<file path="config.mk">
export PLATFORM = sky130hd
export DESIGN_NAME = uls_line_status_loopback
export DESIGN_NICKNAME = d
export VERILOG_FILES = /design/src/core/uls_pkg.sv /design/src/core/uls_line_status_loopback.sv
export VERILOG_INCLUDE_DIRS = /design/src /design/src/core
export SDC_FILE = /design/constraint.sdc
export NUM_CORES = 1
export LEC_CHECK = 0
export BUFFER_PORTS_ARGS = -buffer_cell sky130_fd_sc_hd__buf_2
export CAP_MARGIN = 0
export CORE_AREA = 5 5 210 212
export CTS_BUF_LIST = sky130_fd_sc_hd__clkbuf_4 sky130_fd_sc_hd__clkbuf_8
export DETAILED_ROUTE_END_ITERATION = 10
export DIE_AREA = 0 0 215 217
export GPL_TIMING_DRIVEN = 0
export SLEW_MARGIN = 20
export SYNTH_ARGS = -nofsm -noshare
export SYNTH_HDL_FRONTEND = slang
export SYNTH_SLANG_ARGS = --single-unit
</file>
<file path="constraint.sdc">
create_clock -name clk_i -period 4.1 [get_ports clk_i]
set_input_delay 0.205 -clock clk_i [delete_from_list [all_inputs] [get_ports clk_i]]
set_output_delay 0.205 -clock clk_i [all_outputs]
set_load 0.01 [all_outputs]
</file>
<file path="src/core/uls_regs.svh">
`ifndef ULS_REGS_SVH
`define ULS_REGS_SVH
// ****************************************
// Register offsets (byte addresses)
// ****************************************
`define ULS_ADR_DATA       32'h5000_1100
`define ULS_ADR_MLC        32'h5000_1110
`define ULS_ADR_LST        32'h5000_1114
`define ULS_ADR_CTRL       32'h5000_1120
`define ULS_ADR_ISTS       32'h5000_1124
`define ULS_ADR_ICLR       32'h5000_1128
`define ULS_ADR_IEN        32'h5000_112c
// ****************************************
// Field positions
// ****************************************
`define ULS_MLC_LOOP       4
`define ULS_LST_RFE        7
`define ULS_LST_TEMT       6
`define ULS_LST_THRE       5
`define ULS_LST_BI         4
`define ULS_LST_FE         3
`define ULS_CTRL_FIFO_EN   0
`define ULS_CTRL_PTIME     1
`define ULS_CTRL_SIR       2
`define ULS_INT_THRE       0
`define ULS_INT_RXD        1
`define ULS_INT_LERR       2
// ****************************************
// Reset values and timing
// ****************************************
`define ULS_MLC_RST        1'h0
`define ULS_CLK_HZ         100000000
`define ULS_BAUD           115200
`define ULS_BIT_CLKS       (`ULS_CLK_HZ / `ULS_BAUD)
`define ULS_CHAR_BITS      10
`define ULS_FIFO_DEPTH     16
`endif

</file>
<file path="src/core/uls_pkg.sv">
package uls_pkg;
	typedef enum logic [2:0] {
		ULS_RX_IDLE  = 3'b000,
		ULS_RX_START = 3'b001,
		ULS_RX_DATA  = 3'b010,
		ULS_RX_STOP  = 3'b011,
		ULS_RX_BRKW  = 3'b100,
		ULS_RX_HOLD  = 3'b101
	} uls_rx_st_t;
	typedef logic [9:0] uls_rx_word_t;
endpackage

</file>
<file path="src/core/uls_line_status_loopback.sv">
`include "uls_regs.svh"
`timescale 1ns/1ps
`default_nettype none
module uls_line_status_loopback #(
	parameter int BIT_CLKS   = `ULS_BIT_CLKS,
	parameter int FIFO_DEPTH = `ULS_FIFO_DEPTH
) (
	input  wire logic        clk_i,       // 100 MHz clock
	input  wire logic        rst_i,       // Sync reset, high
	input  wire logic        ce_i,        // Clock enable
	input  wire logic        wb_cyc_i,    // Wishbone cycle
	input  wire logic        wb_stb_i,    // Wishbone strobe
	input  wire logic        wb_we_i,     // Write enable
	input  wire logic [31:0] wb_adr_i,    // Byte address
	input  wire logic [3:0]  wb_sel_i,    // Byte lanes
	input  wire logic [31:0] wb_dat_i,    // Write data
	output logic      [31:0] wb_dat_o,    // Read data
	output logic             wb_ack_o,    // Acknowledge
	input  wire logic        ser_in_i,    // Serial receive line
	output logic             ser_out_o,   // Serial transmit line
	input  wire logic        sir_in_i,    // Infrared receive line
	output logic             sir_out_n_o, // Infrared transmit, low idle
	input  wire logic [3:0]  modem_in_i,  // Modem inputs, active low
	output logic      [3:0]  modem_out_o, // Modem outputs, active low
	output logic             irq_o        // Level interrupt
);
	import uls_pkg::*;
	localparam int AW = $clog2(FIFO_DEPTH);
	localparam int CW = AW + 1;
	localparam int BW = $clog2(BIT_CLKS * `ULS_CHAR_BITS + 1);
	localparam logic [BW-1:0] BIT_C  = BW'(BIT_CLKS - 1);
	localparam logic [BW-1:0] HALF_C = BW'(BIT_CLKS / 2 - 1);
	localparam logic [BW-1:0] CHAR_C = BW'(BIT_CLKS * `ULS_CHAR_BITS);
	localparam logic [CW-1:0] DEPTH_C = CW'(FIFO_DEPTH);

	// Threshold level for the programmable holding-empty interrupt
	function automatic logic [CW-1:0] fill_level(input logic [1:0] sel);
		unique case (sel)
			2'b00: fill_level = '0;
			2'b01: fill_level = CW'(2);
			2'b10: fill_level = CW'(FIFO_DEPTH / 4);
			2'b11: fill_level = CW'(FIFO_DEPTH / 2);
		endcase
	endfunction

	// ****************************************
	// Registers and bus slave
	// ****************************************
	logic        loop, fifo_en, ptime, sir;
	logic [1:0]  tx_lvl;
	logic [3:0]  mdm_out, mdm_view;
	logic [2:0]  ists, ien;
	logic [7:0]  line_sts;
	logic        req, wr, rd, hit_sts, rd_data, wr_data;
	logic [31:0] next_dat;
	uls_rx_word_t rd_head;

	assign req     = wb_cyc_i & wb_stb_i & ~wb_ack_o;
	assign wr      = req & wb_we_i & wb_sel_i[0];
	assign rd      = req & ~wb_we_i;
	assign hit_sts = rd & (wb_adr_i == `ULS_ADR_LST);
	assign rd_data = rd & (wb_adr_i == `ULS_ADR_DATA);
	assign wr_data = wr & (wb_adr_i == `ULS_ADR_DATA);
	assign mdm_view = loop ? mdm_out : modem_in_i;

	always_comb begin
		next_dat = '0;
		unique case (wb_adr_i)
			`ULS_ADR_DATA: next_dat[9:0] = rd_head;
			`ULS_ADR_MLC:  next_dat[`ULS_MLC_LOOP] = loop;
			`ULS_ADR_LST:  next_dat[7:0] = line_sts;
			`ULS_ADR_CTRL: next_dat[15:0] = {mdm_view, mdm_out, 2'h0, tx_lvl, 1'h0, sir, ptime, fifo_en};
			`ULS_ADR_ISTS: next_dat[2:0] = ists;
			`ULS_ADR_IEN:  next_dat[2:0] = ien;
			default:       next_dat = '0;
		endcase
	end

	always_ff @(posedge clk_i) begin
		if (rst_i) begin
			wb_ack_o <= 1'b0;
			wb_dat_o <= '0;
		end else if (ce_i) begin
			wb_ack_o <= req;
			wb_dat_o <= rd ? next_dat : 32'h0;
		end
	end

	always_ff @(posedge clk_i) begin
		if (rst_i) begin
			loop    <= `ULS_MLC_RST;
			fifo_en <= 1'b0;
			ptime   <= 1'b0;
			sir     <= 1'b0;
			tx_lvl  <= 2'h0;
			mdm_out <= 4'hf;
			ien     <= 3'h0;
		end else if (ce_i && wr) begin
			if (wb_adr_i == `ULS_ADR_MLC)
				loop <= wb_dat_i[`ULS_MLC_LOOP];
			if (wb_adr_i == `ULS_ADR_CTRL) begin
				fifo_en <= wb_dat_i[`ULS_CTRL_FIFO_EN];
				ptime   <= wb_dat_i[`ULS_CTRL_PTIME];
				sir     <= wb_dat_i[`ULS_CTRL_SIR];
				tx_lvl  <= wb_dat_i[5:4];
				if (wb_sel_i[1])
					mdm_out <= wb_dat_i[11:8];
			end
			if (wb_adr_i == `ULS_ADR_IEN)
				ien <= wb_dat_i[2:0];
		end
	end

	// ****************************************
	// Transmit holding FIFO and shifter
	// ****************************************
	logic [7:0]    tx_mem [FIFO_DEPTH];
	logic [AW-1:0] tx_rp, tx_wp;
	logic [CW-1:0] tx_cnt;
	logic [9:0]    tx_sh;
	logic [3:0]    tx_bits;
	logic [BW-1:0] tx_tmr;
	logic          tx_full, tx_push, tx_pop, tx_busy, tx_line;
	logic          temt, thre, thre_cond, thre_cond_q;

	// Without FIFOs the holding register is a single slot
	assign tx_full = fifo_en ? (tx_cnt == DEPTH_C) : (tx_cnt != '0);
	assign tx_push = wr_data & ~tx_full;
	assign tx_pop  = ~tx_busy & (tx_cnt != '0);
	assign tx_line = tx_busy ? tx_sh[0] : 1'b1;
	assign temt    = (tx_cnt == '0) & ~tx_busy;
	assign thre    = (ptime & fifo_en) ? tx_full : (tx_cnt == '0);
	assign thre_cond = (ptime & fifo_en) ? (tx_cnt <= fill_level(tx_lvl)) : (tx_cnt == '0);

	always_ff @(posedge clk_i) begin
		if (tx_push && ce_i)
			tx_mem[tx_wp] <= wb_dat_i[7:0];
	end

	always_ff @(posedge clk_i) begin
		if (rst_i) begin
			tx_rp   <= '0;
			tx_wp   <= '0;
			tx_cnt  <= '0;
			tx_busy <= 1'b0;
			tx_sh   <= 10'h3ff;
			tx_bits <= 4'h0;
			tx_tmr  <= '0;
		end else if (ce_i) begin
			if (tx_push)
				tx_wp <= AW'(tx_wp + 1'b1);
			if (tx_pop)
				tx_rp <= AW'(tx_rp + 1'b1);
			tx_cnt <= CW'(tx_cnt + CW'(tx_push) - CW'(tx_pop));
			if (tx_pop) begin
				tx_busy <= 1'b1;
				tx_sh   <= {1'b1, tx_mem[tx_rp], 1'b0};
				tx_bits <= 4'(`ULS_CHAR_BITS - 1);
				tx_tmr  <= BIT_C;
			end else if (tx_busy) begin
				if (tx_tmr != '0) begin
					tx_tmr <= BW'(tx_tmr - 1'b1);
				end else begin
					tx_tmr  <= BIT_C;
					tx_sh   <= {1'b1, tx_sh[9:1]};
					tx_bits <= 4'(tx_bits - 1'b1);
					if (tx_bits == 4'h0)
						tx_busy <= 1'b0;
				end
			end
		end
	end

	// ****************************************
	// Line and modem routing
	// ****************************************
	logic rx_line;
	// Loopback is taken before the receiver, so both modes share it
	assign rx_line = loop ? tx_line : (sir ? ~sir_in_i : ser_in_i);

	always_ff @(posedge clk_i) begin
		if (rst_i) begin
			ser_out_o   <= 1'b1;
			sir_out_n_o <= 1'b0;
			modem_out_o <= 4'hf;
		end else if (ce_i) begin
			ser_out_o   <= (loop | sir) ? 1'b1 : tx_line;
			sir_out_n_o <= (loop | ~sir) ? 1'b0 : ~tx_line;
			modem_out_o <= loop ? 4'hf : mdm_out;
		end
	end

	// ****************************************
	// Receiver with break and framing checks
	// ****************************************
	uls_rx_st_t    rx_st;
	logic [BW-1:0] rx_tmr, low_cnt;
	logic [2:0]    rx_bit;
	logic [7:0]    rx_sh;
	logic          rx_push;
	uls_rx_word_t  rx_word;
	logic          brk_time;

	// Low time counted apart from framing, so break is judged on its own
	assign brk_time = (low_cnt >= CHAR_C);

	always_ff @(posedge clk_i) begin
		if (rst_i)
			low_cnt <= '0;
		else if (ce_i)
			low_cnt <= rx_line ? '0 : (brk_time ? low_cnt : BW'(low_cnt + 1'b1));
	end

	always_ff @(posedge clk_i) begin
		if (rst_i) begin
			rx_st   <= ULS_RX_IDLE;
			rx_tmr  <= '0;
			rx_bit  <= 3'h0;
			rx_sh   <= 8'h0;
			rx_push <= 1'b0;
			rx_word <= '0;
		end else if (ce_i) begin
			rx_push <= 1'b0;
			if (rx_tmr != '0)
				rx_tmr <= BW'(rx_tmr - 1'b1);
			unique case (rx_st)
				ULS_RX_IDLE: if (!rx_line) begin
					rx_st  <= ULS_RX_START;
					rx_tmr <= HALF_C;
				end
				ULS_RX_START: if (rx_tmr == '0) begin
					rx_st  <= rx_line ? ULS_RX_IDLE : ULS_RX_DATA;
					rx_tmr <= BIT_C;
					rx_bit <= 3'h0;
				end
				ULS_RX_DATA: if (rx_tmr == '0) begin
					rx_sh  <= {rx_line, rx_sh[7:1]};
					rx_tmr <= BIT_C;
					rx_bit <= 3'(rx_bit + 1'b1);
					if (rx_bit == 3'h7)
						rx_st <= ULS_RX_STOP;
				end
				ULS_RX_STOP: if (rx_tmr == '0) begin
					rx_tmr <= BIT_C;
					rx_bit <= 3'h0;
					if (rx_line) begin
						rx_push <= 1'b1;
						rx_word <= {2'b00, rx_sh};
						rx_st   <= ULS_RX_IDLE;
					end else if (rx_sh == 8'h0) begin
						rx_st <= ULS_RX_BRKW;
					end else begin
						rx_push <= 1'b1;
						rx_word <= {2'b01, rx_sh};
						rx_st   <= ULS_RX_DATA;
					end
				end
				ULS_RX_BRKW: if (brk_time) begin
					rx_push <= 1'b1;
					rx_word <= {2'b11, 8'h0};
					rx_st   <= ULS_RX_HOLD;
				end else if (rx_line) begin
					rx_push <= 1'b1;
					rx_word <= {2'b01, 8'h0};
					rx_st   <= ULS_RX_IDLE;
				end
				ULS_RX_HOLD: if (rx_line)
					rx_st <= ULS_RX_IDLE;
				default: rx_st <= ULS_RX_IDLE;
			endcase
		end
	end

	// ****************************************
	// Receive FIFO carrying error flags
	// ****************************************
	uls_rx_word_t  rx_mem [FIFO_DEPTH];
	logic [AW-1:0] rx_rp, rx_wp;
	logic [CW-1:0] rx_cnt, err_cnt;
	logic          rx_full, rx_in, rx_pop, head_seen, head_err, push_err;
	logic          bi_st, fe_st, rfe, bi_v, fe_v, rfe_clr;
	uls_rx_word_t  head;

	assign rx_full  = fifo_en ? (rx_cnt == DEPTH_C) : (rx_cnt != '0);
	assign rx_in    = rx_push & ~rx_full;
	assign rx_pop   = rd_data & (rx_cnt != '0);
	assign head     = rx_mem[rx_rp];
	assign head_err = (rx_cnt != '0) & (head[9] | head[8]);
	assign push_err = rx_in & (rx_word[9] | rx_word[8]);
	// Head flags show once, until the status read that reports them
	assign bi_v = fifo_en ? (rx_cnt != '0) & head[9] & ~head_seen : bi_st;
	assign fe_v = fifo_en ? (rx_cnt != '0) & head[8] & ~head_seen : fe_st;
	assign rfe_clr = hit_sts & ((err_cnt == '0) | (err_cnt == CW'(1) & head_err));
	assign line_sts = {rfe & fifo_en, temt, thre, bi_v, fe_v, 3'h0};
	// Empty buffer reads zero rather than a stale slot
	assign rd_head = (rx_cnt != '0) ? head : '0;

	always_ff @(posedge clk_i) begin
		if (rx_in && ce_i)
			rx_mem[rx_wp] <= rx_word;
	end

	always_ff @(posedge clk_i) begin
		if (rst_i) begin
			rx_rp   <= '0;
			rx_wp   <= '0;
			rx_cnt  <= '0;
			err_cnt <= '0;
		end else if (ce_i) begin
			if (rx_in)
				rx_wp <= AW'(rx_wp + 1'b1);
			if (rx_pop)
				rx_rp <= AW'(rx_rp + 1'b1);
			rx_cnt  <= CW'(rx_cnt + CW'(rx_in) - CW'(rx_pop));
			err_cnt <= CW'(err_cnt + CW'(push_err) - CW'(rx_pop & head_err));
		end
	end

	// Set wins over the clearing read in bi_st, fe_st and rfe below
	always_ff @(posedge clk_i) begin
		if (rst_i) begin
			head_seen <= 1'b0;
			bi_st     <= 1'b0;
			fe_st     <= 1'b0;
			rfe       <= 1'b0;
		end else if (ce_i) begin
			if (rx_pop)
				head_seen <= 1'b0;
			else if (hit_sts)
				head_seen <= 1'b1;
			bi_st <= (rx_in & rx_word[9]) | (bi_st & ~hit_sts);
			fe_st <= (rx_in & rx_word[8]) | (fe_st & ~hit_sts);
			rfe   <= (fifo_en & push_err) | (rfe & ~rfe_clr);
		end
	end

	// ****************************************
	// Interrupt status, clear and enable
	// ****************************************
	logic [2:0] evt, clr;
	assign clr = (wr && wb_adr_i == `ULS_ADR_ICLR) ? wb_dat_i[2:0] : 3'h0;
	// Events ignore the loopback bit so every source keeps working
	assign evt = {push_err, rx_in, thre_cond & ~thre_cond_q};

	always_ff @(posedge clk_i) begin
		if (rst_i) begin
			thre_cond_q <= 1'b1;
			ists        <= 3'h0;
			irq_o       <= 1'b0;
		end else if (ce_i) begin
			thre_cond_q <= thre_cond;
			ists        <= evt | (ists & ~clr);
			irq_o       <= |(ists & ien);
		end
	end
endmodule
`default_nettype wire

</file>
# After elaboration in Yosys (flattened, before gate mapping)
# Memories as Yosys holds them, arrays and structs flattened. A register that Yosys moved wholly into a read port is not among the register bits.
# Cells that the tools add are included.
# Widths: inputs -> output; s select.
dict set report word_totals {
  register_bits 174
  mem_bits_rw 288
  elab_cells 256
  n_memories 2
}
# memory depth width rd rd_clocked_by_memory_dff wr line_no
set memory_table {}
lappend memory_table {rx_mem 16 10 1 1 1 uls_line_status_loopback.sv:277} ;# uls_rx_word_t rx_mem [FIFO_DEPTH];
lappend memory_table {tx_mem 16 8 1 1 1 uls_line_status_loopback.sv:117} ;# logic [7:0] tx_mem [FIFO_DEPTH];
dict set report op_classes {
  n_addsub 15
  magnitude_cmp 2
  n_eq_ne 29
  mux 78
  bitwise_logic 55
  reduce_logical 38
}
# cell n
set ops {}
lappend ops {{$eq 32x31->1 const B} 7}
lappend ops {{$mux 14} 8}
lappend ops {{$mux 10} 9}
lappend ops {{$mux 3} 12}
lappend ops {{$mux 4} 9}
lappend ops {{$and 1x1->1} 31}
lappend ops {{$pmux 14 s2} 1}
lappend ops {{$reduce_bool 14->1} 2}
lappend ops {{$sub 14x1->14 const B} 2}
lappend ops {{$mux 1} 26}
lappend ops {{$pmux 10 s2} 1}
lappend ops {{$pmux 5 s4} 1}
lappend ops {{$reduce_and 2->1} 10}
lappend ops {{$pmux 3 s6} 1}
lappend ops {{$add 4x1->4 const B} 4}
lappend ops {{$mux 16} 1}
lappend ops {{$add 5x1->5} 3}
lappend ops {{$sub 5x1->5} 3}
lappend ops {{$add 14x1->14 const B} 1}
lappend ops {{$ge 14x14->1 const B} 1}
lappend ops {{$logic_not 14->1} 1}
lappend ops {{$ne 2x2->1 const B} 7}
lappend ops {{$not 1->1} 12}
lappend ops {{$pmux 3 s4} 1}
lappend ops {{37 further kinds} 63}

# Depth between registers and ports, before layout
# Gate-level depths: netlist of the first run.
dict set report depth {
  word_depth 9
  mapped_depth 17
}

# Worst setup path before layout of the first run
# No wires, ideal clock.
dict set report synth_path {
  path_type {reg-to-reg}
  start {reg with a tool-made name}
  end {reg err_cnt[4]}
  t_arrival_ps 3350
  t_required_ps 3972
  path_slack_ps 623
  stages_incl_launch_ff 16
  n_path_buf 1
  period_less_slack_ps 3477
  cell_sequence {dfxtp_1 buf_2 mux4_2 mux4_2 nor2_1 nor3b_1 ha_1 inv_1 ha_1 fa_1 a21oi_1 o21bai_1 xnor2_1 nand2_1 xor2_1 nor2_1}
}
# item line_no
set synth_rtl {}
lappend synth_rtl {{end signal: assignment} uls_line_status_loopback.sv:315} ;# err_cnt <= CW'(err_cnt + CW'(push_err) - CW'(rx_pop & head_err));
lappend synth_rtl {{end: declaration} uls_line_status_loopback.sv:279} ;# logic [CW-1:0] rx_cnt, err_cnt;

==> results of run 1 <==
## worst min-delay path by stage
stage	startpoint	to	slack (ns)	cells past startpoint
floorplan	wb_dat_i[0]	tx_mem[0][0]	0.30	0
global placement	rx_bit[2]	rx_bit[2]	0.44	2
detailed placement	thre_cond_q	thre_cond_q	0.45	2
CTS	wb_adr_i[4]	tx_wp[3]	0.001	5
global route	ce_i	rx_tmr[12]	0.04	4
finish	wb_adr_i[4]	tx_wp[3]	0.06	5
## per-stage QoR
step                      TNS (ns)  cells  utilization [%]
after floorplan                  0   1466                -
after global placement     -0.2653   2085            49.33
after detailed placement   -0.3489   2089            49.51
after CTS                        0   2255            53.82
after global routing             0   2255            53.89
final                            0   2255            53.89
## layer usage
layer	wire length (um)	up-vias
met1	20740	6306
met2	23480	381
met4	1245	0
met5	0	-
li1	-	5881
met3	2715	89
## cells in the mapped netlist (10+ instances only)
master and instances:
a211oi_1 21, a21oi_1 64, a22oi_1 19, a31oi_1 15, and3_1 21, buf_2 18
buf_4 18, clkbuf_1 45, dfxtp_1 165, edfxtp_1 288, ha_1 40, inv_1 32
mux2_2 17, mux2i_1 52, mux4_2 74, nand2_1 74, nand2b_1 29, nand3_1 25
nand4_1 13, nor2_1 152, nor2b_1 21, nor3_1 29, nor4_1 14, o211ai_1 10
o21ai_0 19, xnor2_1 14, xor2_1 28
## area by class of cell
cell class | count | area share, %
Timing Repair Buffer | 111 | 3.147
Sequential cell | 453 | 53.11
Clock buffer | 117 | 6.155
Multi-Input combinational cell | 889 | 31.45
Inverter | 34 | 0.5671
Tap cell | 539 | 2.997
Buffer | 89 | 1.968
Antenna cell | 1 | 0.01112
Clock inverter | 22 | 0.5894
## cell usage in the layout, fill, tap and decap left out, types with 21 or more instances in the layout
cell	count
a211oi_1	21
a21oi_1	64
and3_1	21
buf_2	97
clkbuf_1	42
clkbuf_4	37
clkbuf_8	81
dfxtp_1	165
dlygate4sd3_1	27
edfxtp_1	288
ha_1	40
inv_1	32
mux2i_1	51
mux4_2	74
nand2_1	74
nand2b_1	29
nand3_1	25
nor2_1	144
nor3_1	24
xor2_1	28
## tightest hold or removal path: stages
cell,delay [ns]
buf_2,0.14
nor4_4,0.08
nand3_1,0.08
xor2_1,0.06
nor2_1,0.08
## power breakdown
group	switching [mW]	internal, mW	leakage [nW]
clock network	1.81	2.22	0.810
logic	1.07	0.798	3.12
registers	0.149	4.98	3.99
total	3.03	7.99	7.92
## sequential cells by signal, indices dropped and copies added (netlist names), 5 cells and up, named ones only
| name | count |
|---|---|
| rx_mem | 160 |
| tx_mem | 128 |
| wb_dat_o | 16 |
| low_cnt | 14 |
| rx_tmr | 14 |
| tx_tmr | 14 |
| rx_word | 10 |
| tx_sh | 9 |
| rx_sh | 8 |
| err_cnt | 5 |
| rx_cnt | 5 |
| tx_cnt | 5 |
## cell families after synthesis
logic type      count (synthesis)  share of synthesized area (%)
xor+xnor                       42                          1.889
fa+ha+maj                      43                          2.879
other cells                     1                        0.01926
mux                           143                          12.22
compound gates                211                          7.275
simple gates                  434                          11.45
buf+inv                       124                          2.892
flops                         453                          61.38
## repair_timing
item,4_1_cts,5_1_grt
resized for setup,3,8
hold endpoints to repair,139,0
hold buffers,27,0
setup endpoints to repair,2,2
setup buffers,0,0
==> out/metrics.csv, run 1 <==
metric;value;unit
yosys warns;0;
CTS max path bufs;3;
number of routed nets with antenna violations;0;
GR Util met1;27.45;%
FF-to-FF setup slack;0.26;ns
Yosys cell types;76;
Worst setup EP type;flop;
worst r2r dst;err_cnt[4];
GP Congestion;0.9206;
synth top area cells;edfxtp_1 (44%), dfxtp_1 (17%), mux4_2 (8.6%), nor2_1 (2.9%), mux2i_1 (2.7%);
slowest CP cell;mux4_2;
WL/cell;21.37;um
worst path cell trace;buf_6 > mux4_2 > mux4_2 > nor2_1 > nor3b_1 > ha_1 > inv_1 > ha_1 > fa_1 > a21oi_1 > o21bai_1 > xnor2_1 > nand2_1 > xor2_1 > nor2_1;
initial antenna violation count;1;
EDFF count, synth;288;
gate count of the mapped netlist;1451;
Setup violations, final;0;
Static Leak;7.921;nW
Design Power;11.02;mW
core area;41760;um2
FF-to-FF path depth;15;
I/O Buffers;80;
Worst Path Arrival;4.33;ns
total CTS buffers;77;
Achievable Freq;260.5;MHz
Critical Path RT;4.59;ns
crit path max fanout;10;
fill count;3543;
maximum capacitance violations;0;
RSZ-0062 raised after global routing;no;
Mapped Area;19470;um2
Final Cycle Share;93.62;%
row count;75;
DRT iter0 DRCs;1122;
Min-Delay Path Class;in2reg;
CP Buf/Inv Count;2;
Layout Skew;0.02869;ns
Worst IR Drop VDD;292.7;uV
Slew headroom;24.97;%
crit-path max cell delay;0.59;ns
vias in the first global route;12846;
fraction of layout cells with a size suffix above 1;22.16;%
crit path launch type;flop;
Worst path top cell family by delay;multiplexers;
dominant cell type by area after synthesis;edfxtp_1;
Worst Slack Setup Final;0.2616;ns
Die Height;217;um
register area;11950;um2
Worst Tran Pin Value;1.121;ns
total wire length;48180;um
largest net degree at the start of global routing;22;
critical path depth;15;
Final Hold Fails;0;
GR Util met3;4.419;%
Synth Register Bits;453;
H-tree depth;3;
Final Slew Violations;0;
Clock Pin Slew Worst Setup and Hold Paths;0.06;ns
status;complete, no violations;
sequential area share after synthesis;61.38;%
Starting Density;46.62;%
placed cell area;20670;um2
critical path class;reg2reg;
I/O pin total;120;
met2 usage;34.13;%
Area Growth Syn to Fin;15.58;%
Via-to-Cell Ratio;5.613;
hold_ws;0.06371;ns
first-pass GRT wire length;74690;um
CTS Root Cell;clkbuf_8;
Sink Count;453;
Pwr Density;489.7;nW/um2
clk_lat worst skew;0.63;ns
Residual DRC;0;
gr usage total;20.57;%
Pre-antenna DRT Iters;5;
worst slack, placed;-0.3109;ns
die area;46660;um2
Final min period;3.838;ns
most common flop cell mapped by yosys;edfxtp_1;
top cell type's share of synthesized area;44.42;%
DP Wirelength;32440;um
CTS tree;done;
via count;12657;
grt total ovfl;0;
Final Cell Area;22500;um2
width of the die;215;um
area of the multi-input gates;7078;um2
Avg Inst Size Synth;13.42;um2
GRT Max-Usage Layer;met2;
CP endpoint;err_cnt[4];
nets@finish;1778;
Synth async-reset ratio;0;%
Note: power is estimated with default switching activity, not from simulation.
==> run 2: changes to the inputs <==
CORE_AREA = 2 2 207 209   (was 5 5 210 212)
DIE_AREA = 0 0 209 211   (was 0 0 215 217)
==> out/metrics.csv, run 2 (same netlist as run 1, synthesis figures left out) <==
metric;value;unit;change
status;complete, no violations;;
width of the die;209;um;-2.8%
CTS max path bufs;3;;unchanged
Final Cycle Share;92.73;%;-0.89 points
core area;41760;um2;unchanged
worst slack, placed;-0.2458;ns;+0.06508 ns
Layout Skew;0.02835;ns;-0.0003442 ns
via count;12722;;+0.51%
Worst setup EP type;flop;;
row count;75;;unchanged
Final Cell Area;22510;um2;about the same
slowest CP cell;mux4_2;;
DP Wirelength;32150;um;-0.89%
Static Leak;7.927;nW;about the same
Area Growth Syn to Fin;15.62;%;about the same
initial antenna violation count;4;;+3
nets@finish;1777;;-0.056%
Final Slew Violations;0;;unchanged
RSZ-0062 raised after global routing;no;;
placed cell area;20680;um2;about the same
GP Congestion;0.8955;;-2.7%
Worst Path Arrival;4.30;ns;-0.03 ns
crit-path max cell delay;0.59;ns;about the same
worst path cell trace;buf_6 > mux4_2 > mux4_2 > nor2_1 > nor3b_1 > ha_1 > inv_1 > ha_1 > fa_1 > a21oi_1 > o21bai_1 > xnor2_1 > nand2_1 > xor2_1 > nor2_1;;
Clock Pin Slew Worst Setup and Hold Paths;0.06;ns;about the same
fraction of layout cells with a size suffix above 1;22.15;%;about the same
commonest non-fill, non-tap cell in the layout;edfxtp_1;;
Sink Count;453;;unchanged
maximum capacitance violations;0;;unchanged
Slew headroom;30.95;%;+6.0 points
# diodes;0;;-1
crit path launch type;flop;;
worst hold start;wb_adr_i[2];;
total CTS buffers;75;;-2.6%
Achievable Freq;263.0;MHz;+0.96%
Min-Delay Path Class;in2reg;;
commonest non-fill, non-tap cells in the layout;edfxtp_1 (288), dfxtp_1 (165), nor2_1 (143);;
CP Buf/Inv Count;2;;unchanged
total wire length;47630;um;-1.2%
Final Hold Fails;0;;unchanged
CTS Root Cell;clkbuf_8;;
Top reg by flops;rx_mem;;
Residual DRC;0;;unchanged
Pwr Density;487.4;nW/um2;-0.46%
Critical Path RT;4.60;ns;about the same
Setup violations, final;0;;unchanged
max reg flops;160;;unchanged
Worst IR Drop VDD;308.5;uV;+5.4%
Worst Slack Setup Final;0.2983;ns;+0.03663 ns
Die Height;211;um;-2.8%
H-tree depth;3;;unchanged
final non-filler cell total;2250;;-0.22%
first-pass GRT wire length;73200;um;-2.0%
Inst Count DP;2090;;+0.048%
Worst path top cell family by delay;multiplexers;;
grt total ovfl;0;;unchanged
clk_lat worst skew;0.65;ns;+0.02 ns
DRT iter0 DRCs;1062;;-5.3%
largest registers;rx_mem x160, tx_mem x128, wb_dat_o x16;;
Starting Density;46.62;%;unchanged
Post-CTS Repair Setup Buffers;0;;unchanged
number of routed nets with antenna violations;0;;unchanged
Worst Tran Pin Value;1.032;ns;-0.08926 ns
WL/cell;21.17;um;-0.93%
Via-to-Cell Ratio;5.654;;+0.74%
largest net degree at the start of global routing;22;;unchanged
Pre-antenna DRT Iters;7;;+2
gr usage total;21.96;%;+1.4 points
crit path max fanout;10;;unchanged
I/O pin total;120;;unchanged
vias in the first global route;12713;;-1.0%
Final min period;3.802;ns;-0.03663 ns
I/O Buffers;80;;unchanged
die area;44100;um2;-5.5%
critical path class;reg2reg;;
CTS tree;done;;
-- run 2: area by class of cell --
cell class,count,area (um2)
clock inverters,17,87.58
fillers,3529,19250
flip-flops and latches,453,11950
plain buffers,89,442.9
well taps,539,674.4
multi-input cells,889,7084
repair buffers,112,719.4
clock buffers,117,1423
inverters,34,127.6
-- run 2: what timing repair did --
action / CTS / global route
hold buffers: 27 / 0
pin swaps: 0 / 0
endpoints found under the setup margin: 2 / 2
endpoints found under the hold margin: 135 / 0
gates resized for setup: 2 / 10
-- run 2: final timing paths --
kind / endpoint / slack (ns) / cells past startpoint
max: err_cnt[4] / 0.30 / 15
min: wb_dat_o[0] / 0.07 / 4
max reg2reg: err_cnt[4] / 0.30 / 15
min reg2reg: thre_cond_q / 0.46 / 2
-- run 2: tightest hold or removal path, delay by kind of cell --
family	cells	cell delay, ns
AND/OR/NAND/NOR	1	0.05
buffers and inverters	1	0.18
AO/OA/AOI/OAI	2	0.23
-- run 2: report_power, final --
| group | switching [mW] | internal, mW | leakage [nW] |
|---|---|---|---|
| combinational | 1.05 | 0.800 | 3.13 |
| clock | 1.79 | 2.20 | 0.807 |
| sequential | 0.153 | 4.98 | 3.99 |
-- run 2: per-stage QoR --
step	hold WS (ns)	util (%)	power [mW]	setup TNS, ns
6_report	0.06692	53.91	10.97	0
5_1_grt	0.04558	53.91	11.48	0
4_1_cts	0.007147	53.82	11.04	0
3_5_place_dp	0.4494	49.53	7.038	-0.3206
3_3_place_gp	0.4423	49.33	7.004	-0.2165
2_1_floorplan	0.3039	-	6.555	0
-- run 2: layer usage --
| metal | up-vias | track usage (%) | wire, um |
|---|---|---|---|
| met2 | 389 | 35.18 | 22450 |
| met1 | 6348 | 29.56 | 21010 |
| met5 | - | 0 | 23 |
| met4 | 4 | 8.153 | 1373 |
| met3 | 96 | 4.802 | 2771 |
| li1 | 5885 | - | - |
==> run 3: changes to the inputs <==
CORE_AREA = 2 2 266 163   (was 2 2 207 209)
DIE_AREA = 0 0 268 165   (was 0 0 209 211)
==> out/metrics.csv, run 3 (same netlist as run 1, synthesis figures left out) <==
metric;value;unit;change
Pre-antenna DRT Iters;6;;-1
CP endpoint;err_cnt[4];;
worst r2r dst;err_cnt[4];;
# diodes;0;;unchanged
Slew headroom;31.40;%;+0.45 points
Worst setup EP type;flop;;
maximum capacitance violations;0;;unchanged
row count;58;;-23%
total wire length;49020;um;+2.9%
crit path launch type;flop;;
DP Wirelength;33960;um;+5.6%
largest net degree at the start of global routing;22;;unchanged
die area;44220;um2;+0.27%
number of routed nets with antenna violations;0;;unchanged
Min-Delay Path Class;in2reg;;
Area Growth Syn to Fin;14.96;%;
Final Slew Violations;0;;unchanged
Worst Slack Setup Final;0.2799;ns;-0.01837 ns
Final min period;3.820;ns;+0.01837 ns
Top reg by flops;rx_mem;;
nets@finish;1766;;-0.62%
register area;11950;um2;unchanged
CTS max path bufs;3;;unchanged
I/O Buffers;80;;unchanged
CTS Root Cell;clkbuf_8;;
total CTS buffers;66;;-12%
Die Height;165;um;-22%
DRT iter0 DRCs;1548;;+46%
fill count;3512;;-0.48%
worst slack, placed;-0.2126;ns;+0.03321 ns
first-pass GRT wire length;73970;um;+1.0%
GRT Max-Usage Layer;met1;;
gr usage total;22.53;%;+0.57 points
clk_lat worst skew;0.63;ns;-0.02 ns
commonest non-fill, non-tap cells in the layout;edfxtp_1 (288), dfxtp_1 (165), nor2_1 (140);;
final core occ;53.83;%;-0.078 points
FF-to-FF setup slack;0.28;ns;-0.02 ns
hold_ws;0.03488;ns;-0.03204 ns
Residual DRC;0;;unchanged
width of the die;268;um;+28%
I/O pin total;120;;unchanged
Final Cycle Share;93.17;%;+0.45 points
GR Util met1;34.46;%;+4.9 points
met2 usage;32.12;%;-3.1 points
vias in the first global route;12240;;-3.7%
largest registers;rx_mem x160, tx_mem x128, wb_dat_o x16;;
H-tree depth;3;;unchanged
RSZ-0062 raised after global routing;no;;
Static Leak;7.825;nW;-1.3%
Sink Count;453;;unchanged
Starting Density;46.82;%;+0.20 points
Pwr Density;481.2;nW/um2;-1.3%
Critical Path RT;4.58;ns;-0.02 ns
GR Util met3;5.382;%;+0.58 points
Worst Path Arrival;4.30;ns;about the same
crit path max fanout;10;;unchanged
Worst Tran Pin Value;1.029;ns;-0.003004 ns
Inst Count DP;2124;;+1.6%
Setup violations, final;0;;unchanged
final non-filler cell total;2262;;+0.53%
status;complete, no violations;;
GP Congestion;0.8699;;-2.9%
WL/cell;21.67;um;+2.4%
Post-CTS Repair Setup Buffers;0;;unchanged
critical path class;reg2reg;;
Design Power;10.77;mW;-1.8%
Via-to-Cell Ratio;5.587;;-1.2%
fraction of layout cells with a size suffix above 1;21.81;%;-0.34 points
Worst IR Drop VDD;264.0;uV;-14%
commonest non-fill, non-tap cell in the layout;edfxtp_1;;
area of the multi-input gates;7098;um2;+0.19%
CTS tree;done;;
Clock Pin Slew Worst Setup and Hold Paths;0.07;ns;about the same
max reg flops;160;;unchanged
FF-to-FF path depth;15;;unchanged
grt total ovfl;0;;unchanged
initial antenna violation count;2;;-2
Achievable Freq;261.8;MHz;-0.48%
core area;41580;um2;-0.42%
via count;12638;;-0.66%
Final Hold Fails;0;;unchanged
Layout Skew;0.04025;ns;+0.01190 ns
==> run 3: metal layers <==
layer  share of wire [%]  wire length, um  up-vias
met5                   0                0        -
met4                 1.6              775        0
met3                 7.6             3726       68
met2                  42            20630      452
met1                  49            23890     6269
li1                    -                -     5849
==> run 3: timing repair <==
action / in CTS / in global routing
setup endpoints to repair: 2 / 3
gates resized for setup: 3 / 7
hold buffers: 22 / 0
endpoints found under the hold margin: 73 / 0
==> run 3: final cells by class <==
class / instances / area share (%)
sequential: 453 / 53.40
multi-input combinational: 889 / 31.71
clock buffer: 94 / 5.165
timing repair buffer: 110 / 3.192
tap: 570 / 3.186
buffer: 89 / 1.951
clock inverter: 23 / 0.8273
inverter: 34 / 0.5702
==> run 3: stage by stage <==
stage / instance area, um2 / setup TNS, ns
finish: 22380 / 0
CTS: 22360 / 0
global route: 22380 / 0
global placement: 20640 / -3.235
detailed placement: 20790 / -0.3384
floorplan: 19530 / 0
==> run 3: power breakdown <==
group	switching [mW]	internal (mW)
clock network	1.76	2.01
registers	0.156	4.97
logic	1.08	0.800
==> run 3: worst min path at each step <==
stage / end / depth (start not counted) / start
3_3_place_gp: rx_bit[2] / 2 / rx_bit[2]
2_1_floorplan: tx_mem[0][0] / 0 / wb_dat_i[0]
4_1_cts: tx_mem[7][4] / 1 / wb_dat_i[4]
3_5_place_dp: wb_dat_o[1] / 2 / wb_dat_o[1]
6_report: tx_mem[4][0] / 1 / wb_dat_i[0]
5_1_grt: tx_mem[7][4] / 1 / wb_dat_i[4]
==> run 3: worst max-delay path, cell delays in order (launching register included) <==
cell and delay [ns]:
dfxtp_1 0.41, buf_4 0.27, mux4_2 0.56, mux4_2 0.58
nor2_1 0.13, nor3b_1 0.06, ha_1 0.32, inv_1 0.04
ha_1 0.20, fa_1 0.41, a21oi_1 0.16, o21bai_1 0.09
xnor2_1 0.14, nand2_1 0.08, xor2_1 0.18, nor2_1 0.05
